File: src/include/supply_seq_pkg.sv
// Constants for the isolated supply enable and fault latch sequencer.
// Assumes a single 200 MHz core clock; all times become cycle counts here.
package supply_seq_pkg;
  localparam int CLK_MHZ = 200;
  // Least turn-on low time that clears a latch, in us
  localparam int TOGGLE_LOW_US = 150;
  localparam int TOGGLE_LOW_CYC = TOGGLE_LOW_US * CLK_MHZ + 1;
  // Start-up deglitch of rail checks, in us
  localparam int DEGLITCH_US = 3000;
  localparam int DEGLITCH_CYC = DEGLITCH_US * CLK_MHZ;
  // Soft-start length and bias time-out, in us (plain defaults)
  localparam int SOFT_START_US = 896;
  localparam int SOFT_START_CYC = SOFT_START_US * CLK_MHZ;
  localparam int SS_TIMEOUT_US = 2000;
  localparam int SS_TIMEOUT_CYC = SS_TIMEOUT_US * CLK_MHZ;
  // Input filter length in cycles
  localparam int FILT_LEN = 4;
  localparam int NUM_IN = 10;
  // Bit positions of the filtered input vector
  localparam int IN_ON = 0;
  localparam int IN_UV = 1;
  localparam int IN_ANA_UV = 2;
  localparam int IN_OV = 3;
  localparam int IN_MAIN_LOW = 4;
  localparam int IN_AUX_LOW = 5;
  localparam int IN_MAIN_HIGH = 6;
  localparam int IN_AUX_HIGH = 7;
  localparam int IN_FAILSAFE = 8;
  localparam int IN_THERM = 9;
  localparam logic [NUM_IN-1:0] IN_RESET = 10'h004;
  typedef enum logic [2:0] {
    ST_DISABLE = 3'b000,
    ST_SOFT = 3'b001,
    ST_DEGLITCH = 3'b010,
    ST_RUN = 3'b011,
    ST_LOCKOUT = 3'b100,
    ST_LATCHED = 3'b101
  } seq_state_t;
endpackage : supply_seq_pkg

File: src/core/supply_seq.sv
// Enable, supply-ok and protection sequencing of an isolated converter.
// Assumes comparator levels arrive as plain inputs synchronous to core_clk.
`timescale 1ns/1ps
`default_nettype none
module supply_seq #(
  parameter int TOGGLE_CYC = supply_seq_pkg::TOGGLE_LOW_CYC,
  parameter int DEGL_CYC = supply_seq_pkg::DEGLITCH_CYC,
  parameter int SOFT_CYC = supply_seq_pkg::SOFT_START_CYC,
  parameter int TMO_CYC = supply_seq_pkg::SS_TIMEOUT_CYC
) (
  // Clock, reset, enable
  input wire logic core_clk,
  input wire logic rst_n,
  input wire logic clk_en,
  // Host side
  input wire logic turn_on_request,
  output logic supply_ok_n_oe,
  // Input supply comparators
  input wire logic input_low_lockout,
  input wire logic input_analog_low,
  input wire logic input_high_lockout,
  // Rail and temperature comparators
  input wire logic main_rail_low,
  input wire logic aux_rail_low,
  input wire logic main_rail_high,
  input wire logic aux_rail_high,
  input wire logic main_rail_bias_ok,
  input wire logic main_rail_failsafe,
  input wire logic thermal_trip,
  // Converter control and status
  output logic switching_en,
  output logic soft_start_active,
  output logic fault_latched,
  output supply_seq_pkg::seq_state_t seq_state
);
  import supply_seq_pkg::*;

  // Refuse timings the counters and the filter cannot serve
  if (TOGGLE_CYC < 2 || DEGL_CYC < 1 || SOFT_CYC < 1 || TMO_CYC <= SOFT_CYC
      || FILT_LEN < 2) begin : g_bad_timing
    $error("supply_seq: bad timing parameters");
  end

  localparam int CW = 32;

  logic [NUM_IN-1:0] raw_in;
  logic [NUM_IN-1:0] sync_a;
  logic [NUM_IN-1:0] sync_b;
  logic [NUM_IN-1:0] filt;
  logic bias_a;
  logic bias_b;
  logic [CW-1:0] low_cnt;
  logic toggle_armed;
  logic [CW-1:0] tmr;
  seq_state_t state;
  seq_state_t next_state;
  logic fault_now;
  logic trip;
  logic lockout;
  logic clear_ok;

  assign raw_in = {thermal_trip, main_rail_failsafe, aux_rail_high, main_rail_high,
                   aux_rail_low, main_rail_low, input_high_lockout, input_analog_low,
                   input_low_lockout, turn_on_request};

  // sync then filter
  // Two flops ahead of a run filter so a one-cycle glitch never moves the latch
  always_ff @(posedge core_clk) begin
    if (!rst_n) begin
      sync_a <= IN_RESET;
      sync_b <= IN_RESET;
      bias_a <= 1'b0;
      bias_b <= 1'b0;
    end else if (clk_en) begin
      sync_a <= raw_in;
      sync_b <= sync_a;
      bias_a <= main_rail_bias_ok;
      bias_b <= bias_a;
    end
  end

  genvar gi;
  generate
    for (gi = 0; gi < NUM_IN; gi++) begin : g_filt
      logic [FILT_LEN-1:0] hist;
      // Output moves only after FILT_LEN equal samples
      always_ff @(posedge core_clk) begin
        if (!rst_n) begin
          hist <= {FILT_LEN{IN_RESET[gi]}};
          filt[gi] <= IN_RESET[gi];
        end else if (clk_en) begin
          hist <= {hist[FILT_LEN-2:0], sync_b[gi]};
          if (&hist) begin
            filt[gi] <= 1'b1;
          end else if (~|hist) begin
            filt[gi] <= 1'b0;
          end
        end
      end
    end
  endgenerate

  // overload shows only as rail low; no current limit here
  assign fault_now = filt[IN_MAIN_LOW] | filt[IN_AUX_LOW] | filt[IN_MAIN_HIGH]
                   | filt[IN_AUX_HIGH] | filt[IN_FAILSAFE] | filt[IN_THERM];
  assign lockout = filt[IN_UV] | filt[IN_OV];

  // Immediate trips: fail-safe and thermal act in every running state, high in soft-start and run only
  always_comb begin
    trip = 1'b0;
    case (state)
      ST_SOFT: trip = filt[IN_MAIN_HIGH] | filt[IN_AUX_HIGH] | filt[IN_FAILSAFE]
                    | filt[IN_THERM];
      ST_DEGLITCH: trip = filt[IN_FAILSAFE] | filt[IN_THERM];
      ST_RUN: trip = fault_now;
      default: trip = 1'b0;
    endcase
  end

  // low-time counter
  // Counter saturates so a long low period cannot wrap back under the limit
  always_ff @(posedge core_clk) begin
    if (!rst_n) begin
      low_cnt <= '0;
      toggle_armed <= 1'b0;
    end else if (clk_en) begin
      if (filt[IN_ON]) begin
        low_cnt <= '0;
      end else if (low_cnt < CW'(TOGGLE_CYC)) begin
        low_cnt <= low_cnt + 1'b1;
      end
      // Any high disarms, so only the rising edge can release, never a held level
      if (state != ST_LATCHED || filt[IN_ON]) begin
        toggle_armed <= 1'b0;
      end else if (low_cnt >= CW'(TOGGLE_CYC - 1)) begin
        toggle_armed <= 1'b1;
      end
    end
  end

  // thermal cleared first
  // Judged on the first high cycle only; a fault then wastes the toggle
  assign clear_ok = toggle_armed & filt[IN_ON] & ~fault_now;

  // Sequencer transitions
  always_comb begin
    next_state = state;
    case (state)
      ST_DISABLE: begin
        if (lockout) begin
          next_state = ST_LOCKOUT;
        end else if (filt[IN_ON]) begin
          next_state = ST_SOFT;
        end
      end
      ST_SOFT: begin
        if (trip || (tmr >= CW'(TMO_CYC - 1) && !bias_b)) begin
          next_state = ST_LATCHED;
        end else if (tmr >= CW'(SOFT_CYC - 1) && bias_b) begin
          next_state = (filt[IN_MAIN_LOW] | filt[IN_AUX_LOW]) ? ST_LATCHED : ST_DEGLITCH;
        end
      end
      ST_DEGLITCH: begin
        if (trip) begin
          next_state = ST_LATCHED;
        end else if (tmr >= CW'(DEGL_CYC - 1)) begin
          next_state = fault_now ? ST_LATCHED : ST_RUN;
        end
      end
      ST_RUN: begin
        if (trip) begin
          next_state = ST_LATCHED;
        end
      end
      ST_LOCKOUT: begin
        if (!lockout) begin
          next_state = filt[IN_ON] ? ST_SOFT : ST_DISABLE;
        end
      end
      ST_LATCHED: begin
        if (clear_ok && !lockout) begin
          next_state = ST_SOFT;
        end
      end
      default: next_state = ST_DISABLE;
    endcase
    if ((state == ST_SOFT || state == ST_DEGLITCH || state == ST_RUN) && !filt[IN_ON]) begin
      next_state = ST_DISABLE;
    end
    // Lockouts stop running states without touching the latch
    if (state != ST_LATCHED && state != ST_LOCKOUT && lockout) begin
      next_state = ST_LOCKOUT;
    end
    if (filt[IN_ANA_UV]) begin
      next_state = ST_LOCKOUT;
    end
  end

  // State and phase timer
  always_ff @(posedge core_clk) begin
    if (!rst_n) begin
      state <= ST_DISABLE;
      tmr <= '0;
    end else if (clk_en) begin
      state <= next_state;
      if (next_state != state) begin
        tmr <= '0;
      end else if (tmr != '1) begin
        tmr <= tmr + 1'b1;
      end
    end
  end

  // Registered outputs
  // supply-ok only in run
  always_ff @(posedge core_clk) begin
    if (!rst_n) begin
      supply_ok_n_oe <= 1'b0;
      switching_en <= 1'b0;
      soft_start_active <= 1'b0;
      fault_latched <= 1'b0;
      seq_state <= ST_DISABLE;
    end else if (clk_en) begin
      supply_ok_n_oe <= (next_state == ST_RUN) && !fault_now;
      switching_en <= next_state == ST_SOFT || next_state == ST_DEGLITCH
                      || next_state == ST_RUN;
      soft_start_active <= next_state == ST_SOFT;
      fault_latched <= next_state == ST_LATCHED;
      seq_state <= next_state;
    end
  end

  // Checks
  // ok implies run
  chk_ok_needs_run: assert property (@(posedge core_clk) disable iff (!rst_n)
    supply_ok_n_oe |-> (seq_state == ST_RUN && switching_en))
    else $error("supply ok driven outside run");
  chk_latch_no_switch: assert property (@(posedge core_clk) disable iff (!rst_n)
    fault_latched |-> !switching_en && !supply_ok_n_oe)
    else $error("switching while latched");
  chk_off_on_low: assert property (@(posedge core_clk) disable iff (!rst_n)
    clk_en && !filt[IN_ON] && state == ST_RUN |=> !switching_en)
    else $error("switching after turn-on low");
  chk_high_trip: assert property (@(posedge core_clk) disable iff (!rst_n)
    clk_en && state == ST_RUN && filt[IN_ON] && !lockout && !filt[IN_ANA_UV]
    && filt[IN_MAIN_HIGH] |=> fault_latched)
    else $error("rail high did not latch");
  chk_no_clear_fault: assert property (@(posedge core_clk) disable iff (!rst_n)
    clk_en && state == ST_LATCHED && fault_now && !filt[IN_ANA_UV] |=> state == ST_LATCHED)
    else $error("latch released with fault present");
  chk_lockout_keeps: assert property (@(posedge core_clk) disable iff (!rst_n)
    clk_en && state == ST_LATCHED && lockout && !filt[IN_ANA_UV] |=> state == ST_LATCHED)
    else $error("lockout released latch");
  chk_analog_clear: assert property (@(posedge core_clk) disable iff (!rst_n)
    clk_en && filt[IN_ANA_UV] |=> !fault_latched && !switching_en)
    else $error("analog low did not clear");
  chk_toggle_time: assert property (@(posedge core_clk) disable iff (!rst_n)
    clk_en && state == ST_LATCHED && $past(filt[IN_ON]) && !filt[IN_ANA_UV]
    && !toggle_armed |=> state == ST_LATCHED)
    else $error("latch released without long low");
  chk_deglitch: assert property (@(posedge core_clk) disable iff (!rst_n)
    state == ST_DEGLITCH && next_state == ST_RUN |-> tmr >= CW'(DEGL_CYC - 1))
    else $error("run entered before deglitch");
  cov_reach_run: cover property (@(posedge core_clk) disable iff (!rst_n) state == ST_RUN);
  cov_latch: cover property (@(posedge core_clk) disable iff (!rst_n)
    state == ST_RUN ##1 state == ST_LATCHED);
  cov_release: cover property (@(posedge core_clk) disable iff (!rst_n)
    state == ST_LATCHED ##1 state == ST_SOFT);
  cov_lockout: cover property (@(posedge core_clk) disable iff (!rst_n)
    state == ST_LOCKOUT ##1 state == ST_SOFT);
endmodule : supply_seq
`default_nettype wire

File: config.mk
export PLATFORM = sky130hd
export DESIGN_NAME = supply_seq
export DESIGN_NICKNAME = d
export VERILOG_FILES = /design/src/include/supply_seq_pkg.sv /design/src/core/supply_seq.sv
export SDC_FILE = /design/constraint.sdc
export NUM_CORES = 1
export LEC_CHECK = 0
export ABC_AREA = 1
export ABC_CLOCK_PERIOD_IN_PS = 3170
export BUFFER_PORTS_ARGS = -buffer_cell sky130_fd_sc_hd__buf_2
export CORE_ASPECT_RATIO = 0.75
export CORE_UTILIZATION = 53
export DETAILED_ROUTE_END_ITERATION = 10
export GPL_ROUTABILITY_DRIVEN = 1
export PLACE_DENSITY = 0.68
export SYNTH_ARGS = -nofsm -noshare
export SYNTH_HDL_FRONTEND = slang
export SYNTH_SLANG_ARGS = --single-unit
File: constraint.sdc
create_clock -name core_clk -period 3.17 [get_ports core_clk]
set_clock_uncertainty 0.05 [all_clocks]
set_input_delay 0.4755 -clock core_clk [delete_from_list [all_inputs] [get_ports core_clk]]
set_output_delay 0.4755 -clock core_clk [all_outputs]
set_load 0.05 [all_outputs]
**Yosys cells after proc, flatten, opt, wreduce, memory -nomap -nowiden**

Index checks and enable logic that the tools add are counted.

- Add/subtract/negate cells: 2
- Order comparisons: 5
- Equal/unequal tests: 23
- Multiplexer cells: 43
- Bitwise logic cells: 13
- Reduce and logical (&&, ||, !) cells: 54

Operators with widths:

| operator | number |
|---|---|
| $mux W32 | 4 |
| $add A32 B1 Y32 const B | 2 |
| $mux W3 | 14 |
| $reduce_and A4 Y1 | 10 |
| $reduce_or A4 Y1 | 10 |
| $ge A32 B15 Y1 const B | 1 |
| $ge A32 B18 Y1 const B | 1 |
| $ge A32 B19 Y1 const B | 1 |
| $ge A32 B20 Y1 const B | 1 |
| $lt A32 B15 Y1 const B | 1 |
| $ne A32 B32 Y1 const B | 1 |
| $reduce_and A2 Y1 | 13 |
| $mux W1 | 23 |
| $ne A2 B2 Y1 const B | 10 |
| $pmux W3 S6 | 1 |
| $eq A3 B2 Y1 const B | 4 |
| $or A1 B1 Y1 | 10 |
| $eq A3 B3 Y1 const B | 3 |
| $logic_and A1 B1 Y1 | 7 |
| $eq A3 B1 Y1 const B | 2 |
| $logic_or A1 B1 Y1 | 6 |
| $ne A3 B3 Y1 const B | 2 |
| $reduce_bool A2 Y1 | 3 |
| $logic_not A1 Y1 | 4 |
| 5 further kinds | 6 |

- Flip-flop bits (word level): 144
- Bits of input ports: 14

**Depth between registers and ports, before layout**

Gate-level depths: netlist (run 1).

- Word-level depth: 16
- Mapped depth: 24
- Gate-level depth less buffers: 24

**Least setup slack after synthesis (run 1)**

Ideal clock, no wire load.

- Path type: register to register
- Start: register, netlist name seq_state[1]
- End: register tmr[19]
- Data arrival time: 2692 ps
- Slack: 313 ps
- Cell stages (with the launch flop): 22
- Path buffers: 2
- Period minus slack after synthesis: 2857 ps
- Path through: dfxtp_1 -> inv_1 -> nor2_2 -> nand2_1 -> clkinv_1 -> nand2_1 -> nand3_1 -> nand2_1 -> inv_1 -> nand2_1 -> nor2_1 -> nand2_1 -> nand2_1 -> nand2_1 -> nand2_1 -> nand2_1 -> nor2_4 -> nand4_2 -> buf_6 -> buf_6 -> a21oi_1 -> nor2_1

RTL lines:

| element | line | source |
|---|---|---|
| to (signal assigned) | supply_seq.sv:209 | `tmr <= tmr + 1'b1;` |
| to (decl) | supply_seq.sv:54 | `logic [CW-1:0] tmr;` |

**Final worst setup path (run 1)**

- Start: register tmr[1]
- End: register tmr[17]

- Word-level cells in the longest chain between the ends: 11

Ends and longest elaborated chain:

| element | line | source |
|---|---|---|
| $ge A32 B18 Y1 or $ge A32 B19 Y1 (tied branches) | supply_seq.sv:159, supply_seq.sv:157 |  |
| $logic_and A1 B1 Y1, on equally long branches | supply_seq.sv:159, supply_seq.sv:157 |  |
| $mux W3 or $logic_or A1 B1 Y1 (tied branches) | supply_seq.sv:159, supply_seq.sv:157 |  |
| $mux W3 | supply_seq.sv:157 | `if (trip \|\| (tmr >= CW'(TMO_CYC - 1) && !bias_b)) begin` |
| $pmux W3 S6 | supply_seq.sv:148 | `case (state)` |
| $mux W3 | supply_seq.sv:187 | `if ((state == ST_SOFT \|\| state == ST_DEGLITCH \|\| state == ST_RUN) && !filt[IN_ON]) begin` |
| $mux W3 | supply_seq.sv:191 | `if (state != ST_LATCHED && state != ST_LOCKOUT && lockout) begin` |
| $mux W3 | supply_seq.sv:194 | `if (filt[IN_ANA_UV]) begin` |
| $ne A3 B3 Y1 | supply_seq.sv:206 | `if (next_state != state) begin` |
| $reduce_bool A2 Y1 (no source line) | n/a |  |
| $reduce_and A2 Y1 (no source line) | n/a |  |

Parallel ways exist; a longest one is shown, timed or not. The select of a mux whose other input is x is not followed.
A chain may end at the register's enable or synchronous reset.

==> results of run 1 <==
==> tightest hold or removal path, cell delays in order <==
cell	delay, ps
buf_2	70
nor2_1	30
nor2_1	80
==> layout make-up <==
cell class                      instances  share of cell area (%)
Clock buffer                           19                    5.46
Clock inverter                         13                    1.89
Inverter                              104                    4.92
Multi-Input combinational cell        752                    45.3
Sequential cell                       144                    36.4
Tap cell                              171                    2.70
Timing Repair Buffer                   37                    3.36
==> flip-flops by register name, indices dropped and copies added, names as in the netlist <==
register,count
bias_a,1
bias_b,1
fault_latched,1
filt,10
g_filt.hist,40
low_cnt,32
seq_state,3
soft_start_active,1
supply_ok_n_oe,1
switching_en,1
sync_a,10
sync_b,10
tmr,32
toggle_armed,1
==> worst paths after layout <==
path,from,to,slack (ps)
worst max register to register,tmr[1],tmr[17],340
worst max-delay path,tmr[1],tmr[17],340
worst min register to register,low_cnt[26],low_cnt[26],390
worst min-delay path,thermal_trip,sync_a[9],220
==> placed cells by master, fill, tap and decap left out, types with 8 or more instances in the layout <==
| cell type | count |
|---|---|
| nand2_1 | 202 |
| nor2_1 | 201 |
| dfxtp_1 | 143 |
| inv_1 | 99 |
| a21oi_1 | 70 |
| o21ai_0 | 62 |
| nand3_1 | 60 |
| nand4_1 | 42 |
| nor3_1 | 37 |
| xor2_1 | 19 |
| buf_2 | 19 |
| clkbuf_16 | 17 |
| buf_4 | 14 |
| a41oi_1 | 9 |
| nor4_1 | 8 |
==> logic make-up after synthesis <==
kind of cell               count (synthesis)  synth area share (%)
AOI/OAI and AO/OA                        156                  12.1
xor gates and xnor gates                  21                  2.59
adders and majority gates                  3                 0.530
buffers and inverters                    159                  8.83
DFF                                      144                  40.7
and+or+nand+nor                          572                  35.2
==> through the flow <==
stage          power [mW]  worst slack, ps  cells  instance area [sq um]
4_1_cts              4.31              189   1238                   7890
5_1_grt              4.47            0.920   1240                   7930
6_report             4.27              341   1240                   7930
2_1_floorplan        2.23              313   1055                   7090
3_3_place_gp         2.32              280   1206                   7310
3_5_place_dp         2.32              208   1206                   7310
==> repair_timing <==
| item | in CTS | in global routing |
|---|---|---|
| endpoints found under the setup margin | 0 | 32 |
| resized for setup | 0 | 7 |
| setup buffers | 0 | 2 |
==> layer usage <==
metal  global-route usage, %  vias up  wire (microns)
li1                        -     3459               -
met1                    34.5     2971            8130
met2                    36.3      160            6650
met3                    6.25       21             797
met4                    8.04        0             295
met5                       0        -               0
==> report_power, final <==
part           total [mW]  switching (mW)  internal, mW
combinational       0.333           0.216         0.117
sequential           1.95          0.0656          1.88
clock                1.99           0.814          1.18
==> impl_metrics.yaml, run 1 <==
run_status:
  status: "finished, final reports clean"
global_route:
  grt_max_degree: 123
  grt_pass1_wl_mm: 27.2
  grtUsageTotal_pct: 24.4
  gr-total-overflow: 0
  antenna_found_initial: 0
  first_global_vias: 5775
flow_run:
  drv_cap: 0
synth:
  yosysUniqueCellTypes: 39
  synth_top_area_share_pct: 40.7
  synth_area_leaders: "dfxtp_1, nand2_1, nor2_1"
  synth_most_common_cell: "nand2_1"
  synth_cells: 1055
  ys_seq_area_share_pct: 40.7
  yosys_most_used_dff: "dfxtp_1"
  synth_seq_cells: 144
  syn_area_per_cell_sq_um: 6.72
  synth_enable_flop_cells: 0
  synthTopCellsByCount: "nand2_1, nor2_1, dfxtp_1"
  synth_nets: 1072
  synth_area_sq_um: 7090
  postSynth.asyncResetShare_pct: 0
  yosysTopAreaCell: "dfxtp_1"
  ys_warn_count: 0
floorplanning:
  fp.coreArea_sq_um: 13000
  num_rows: 36
  die-area_sq_um: 13800
  io_pins: 21
  initial_core_util_pct: 54.5
  fp.dieH_microns: 102
  die_x_microns: 136
route:
  drt_iter0_drc: 393
  viasPerCell: 5.33
  ant_nets: 0
  via_count: 6611
  drt-total-wl_mm: 15.9
  drc: 0
  wl_per_cell_microns: 12.8
  drtPass1Iterations: 4
setup_path:
  path_buf_inv: 1
  crit_path_max_fanout: 31
  cpMaxStageDelayCell: "dfxtp_1"
  path_class: "reg2reg"
  crit_family: "simple AND/OR/NAND/NOR gates"
  worst_ep_arrival_time_ps: 3090
  path_common_cell: "nand2_1"
  reg2reg_depth: 23
  max_stage_delay_ps: 350
  cp.required_ps: 3440
  crit_cells: 23
  cp-end-kind: "flip-flop"
  path_cells: "ha_1 -> nand2_1 -> nor2_1 -> nand2_1 -> nand2_1 -> nand2_1 -> nand2_1 -> nand2_1 -> nand2_1 -> nand2_1 -> nand2_1 -> nand2_1 -> nand2_1 -> nand2_1 -> nand2_1 -> nand2_1 -> nand2_1 -> nand2_2 -> nand4_2 -> buf_6 -> nand3_1 -> nand2_1 -> nor2_1"
  startpoint_type: "flip-flop"
sta:
  worstMarginPinSlew_ps: 757
  max_slew_margin_pct: 49.5
  layout_min_cycle_time_ps: 2830
  max_clock_freq_mhz: 354
  hold_ws_ps: 221
  hold_viol_final: 0
  rsz0062_at_grt: "false"
  maxSlewViolCount: 0
  setup_viol: 0
  finalSetupTns_ps: 0
  min_period_over_period_pct: 89.2
cells_and_area:
  drive_gt1_share_pct: 8.33
  fin_util_pct: 60.9
  multi_input_area_sq_um: 3590
  seqCellArea_sq_um: 2880
  nets: 1073
  fill_cells: 1255
  diodes: 0
  syn_to_final_growth_pct: 11.8
pwr:
  power_density_nw_per_um2: 539
  ir_drop_v: 0.000440
  leakage_nw: 3.46
placement:
  dp_hpwl_mm: 10.5
  gp_congestion: 0.934
  io_buffers: 20
clocking:
  cts_hold_buffers: 0
  cts_buffers: 17
  htreeDepth: 4
  cts_sinks: 144
  cts_tree: "yes"
  root_buffer: "clkbuf_16"
  cts_buffer_depth: 2
  clkLatencyLatePin_ps: 420
  clk_pin_slew_ps: 60
hold_path:
  hold_path_class: "in2reg"
  worstHoldPathCells: 3
(Power assumes the default switching activity.)
==> inputs of run 2 (changes only) <==
--- a/config.mk
+++ b/config.mk
@@ -12,7 +12,7 @@
 export CORE_UTILIZATION = 53
 export DETAILED_ROUTE_END_ITERATION = 10
 export GPL_ROUTABILITY_DRIVEN = 1
-export PLACE_DENSITY = 0.68
+export PLACE_DENSITY = 0.7
 export SYNTH_ARGS = -nofsm -noshare
 export SYNTH_HDL_FRONTEND = slang
 export SYNTH_SLANG_ARGS = --single-unit
==> impl_metrics.yaml, run 2 (synthesis gave the netlist of run 1 again) <==
run_status:
  status: "finished, final reports clean"
placement:
  gp_congestion: 0.904
  dp_hpwl_mm: 10.4
  io_buffers: 20
floorplanning:
  fp.coreArea_sq_um: 13000
  fp.dieH_microns: 102
  die_x_microns: 136
  die-area_sq_um: 13800
  num_rows: 36
  io_pins: 21
  initial_core_util_pct: 54.5
setup_path:
  crit_path_max_fanout: 10
  worst_ep_arrival_time_ps: 3120
  path_class: "reg2reg"
  setup.worst_path.end: "tmr[31]"
  cp-startpoint: "tmr[1]"
  rrSetupSlack_ps: 310
  cp.required_ps: 3430
  reg2reg_depth: 24
  r2r-start: "tmr[1]"
  path_cells: "ha_2 -> nand3_1 -> nor2_2 -> buf_4 -> nand2_1 -> nand2_1 -> nand2_1 -> nand2_1 -> nand3_1 -> nand2_1 -> nand2_1 -> nand2_1 -> nand2_1 -> nand2_1 -> nand2_1 -> nand2_1 -> nand2_2 -> buf_4 -> nand2_1 -> inv_1 -> nand2_2 -> nor2_1 -> o21ai_0 -> inv_1"
  cp-end-kind: "flip-flop"
  max_stage_delay_ps: 360
  cpMaxStageDelayCell: "dfxtp_1"
  path_common_cell: "nand2_1"
  startpoint_type: "flip-flop"
  r2r-end: "tmr[31]"
cells_and_area:
  largest_reg_flops: 40
  final_cell_mix: "nand2_1, nor2_1, dfxtp_1"
  fill_cells: 1204
  nets: 1077
  max_flop_register: "g_filt.hist"
  syn_to_final_growth_pct: 12.0
  top_regs: "g_filt.hist (40), low_cnt (32), tmr (32)"
  final_common_cell: "nand2_1"
  diodes: 0
  drive_gt1_share_pct: 8.76
global_route:
  grt_pass1_wl_mm: 27.3
  gr-total-overflow: 0
  antenna_found_initial: 0
  grtUsageTotal_pct: 24.5
  first_global_vias: 5826
  grt_max_degree: 90
sta:
  worstMarginPinSlew_ps: 901
  max_clock_freq_mhz: 349
  setup_viol: 0
  max_slew_margin_pct: 39.9
  finalSetupTns_ps: 0
  rsz0062_at_grt: "false"
  hold_ws_ps: 215
  layout_min_cycle_time_ps: 2860
  min_period_over_period_pct: 90.3
  maxSlewViolCount: 0
  hold_viol_final: 0
clocking:
  clk_pin_slew_ps: 60
  cts_sinks: 144
  cts_buffers: 17
  htreeDepth: 4
  clkLatencyLatePin_ps: 420
  cts_tree: "yes"
  cts_buffer_depth: 2
  cts_hold_buffers: 0
  root_buffer: "clkbuf_16"
route:
  viasPerCell: 5.31
  drtPass1Iterations: 5
  via_count: 6600
  wl_per_cell_microns: 12.9
  ant_nets: 0
  drt_iter0_drc: 420
  drc: 0
  drt-total-wl_mm: 16.1
flow_run:
  drv_cap: 0
hold_path:
  hold_path_class: "in2reg"
pwr:
  power_density_nw_per_um2: 540
  leakage_nw: 3.46
  ir_drop_v: 0.000376
## run 2: cell types whose count changed in the layout (fill, tap and decap cells not counted)
cell,delta
buf_4,+6
buf_8,-1
ha_1,-1
clkinvlp_4,+2
ha_2,+1
nor2_4,-1
nand3_2,+1
nand3_1,-1
dfxtp_1,+1
dfxtp_2,-1
inv_6,-1
nor2_2,+1
clkinv_2,-1
buf_12,-1
## run 2: area by class of cell
type,instances,area (sq um),share of cell area [%]
clock buffer,19,433,5.45
timing repair buffer,41,277,3.48
multi-input combinational,752,3590,45.2
clock inverter,13,151,1.91
sequential,144,2880,36.3
tap,171,214,2.69
inverter,104,390,4.92
## run 2: where the power goes
| part | switching [mW] | internal [mW] | total, mW |
|---|---|---|---|
| clock network | 0.829 | 1.18 | 2.00 |
| registers | 0.0649 | 1.88 | 1.95 |
| logic | 0.218 | 0.117 | 0.335 |
| total | 1.11 | 3.18 | 4.29 |
## run 2: worst min-delay path by stage
stage / endpoint / cells after the start / slack, ps / start
6_report: sync_a[2] / 3 / 220 / input_analog_low
5_1_grt: sync_a[2] / 3 / 220 / input_analog_low
4_1_cts: sync_a[2] / 3 / 200 / input_analog_low
3_5_place_dp: low_cnt[31] / 2 / 380 / low_cnt[31]
3_3_place_gp: low_cnt[31] / 2 / 380 / low_cnt[31]
2_1_floorplan: low_cnt[22] / 2 / 370 / low_cnt[22]
## run 2: critical path, delay by kind of cell, from the launching register on
family	cells	cell delay, ps
AND/OR/NAND/NOR	18	1520
buffers and inverters	4	460
flip-flops	1	360
adder cells (fa/ha/maj)	1	210
AO/OA/AOI/OAI	1	150
## run 2: what timing repair did
action,CTS,global route
setup buffers,0,0
resized for setup,0,9
setup endpoints to repair,0,32
## run 2: layer usage
layer,up-vias,wire (microns),track usage (%)
li1,3473,-,-
met1,2989,8320,34.2
met2,124,6970,38.7
met3,14,619,4.22
met4,0,159,7.43
met5,-,0,0
## run 2: through the flow
| step | util, % | cell area, sq um | setup slack (ps) | std cells | power [mW] |
|---|---|---|---|---|---|
| 3_3_place_gp | 56.3 | 7330 | 229 | 1212 | 2.31 |
| 6_report | 61.0 | 7940 | 307 | 1244 | 4.29 |
| 3_5_place_dp | 56.3 | 7330 | 203 | 1212 | 2.32 |
| 5_1_grt | 61.0 | 7940 | 19.7 | 1244 | 4.47 |
| 4_1_cts | 60.8 | 7910 | 161 | 1244 | 4.33 |
| 2_1_floorplan | - | 7090 | 313 | 1055 | 2.23 |
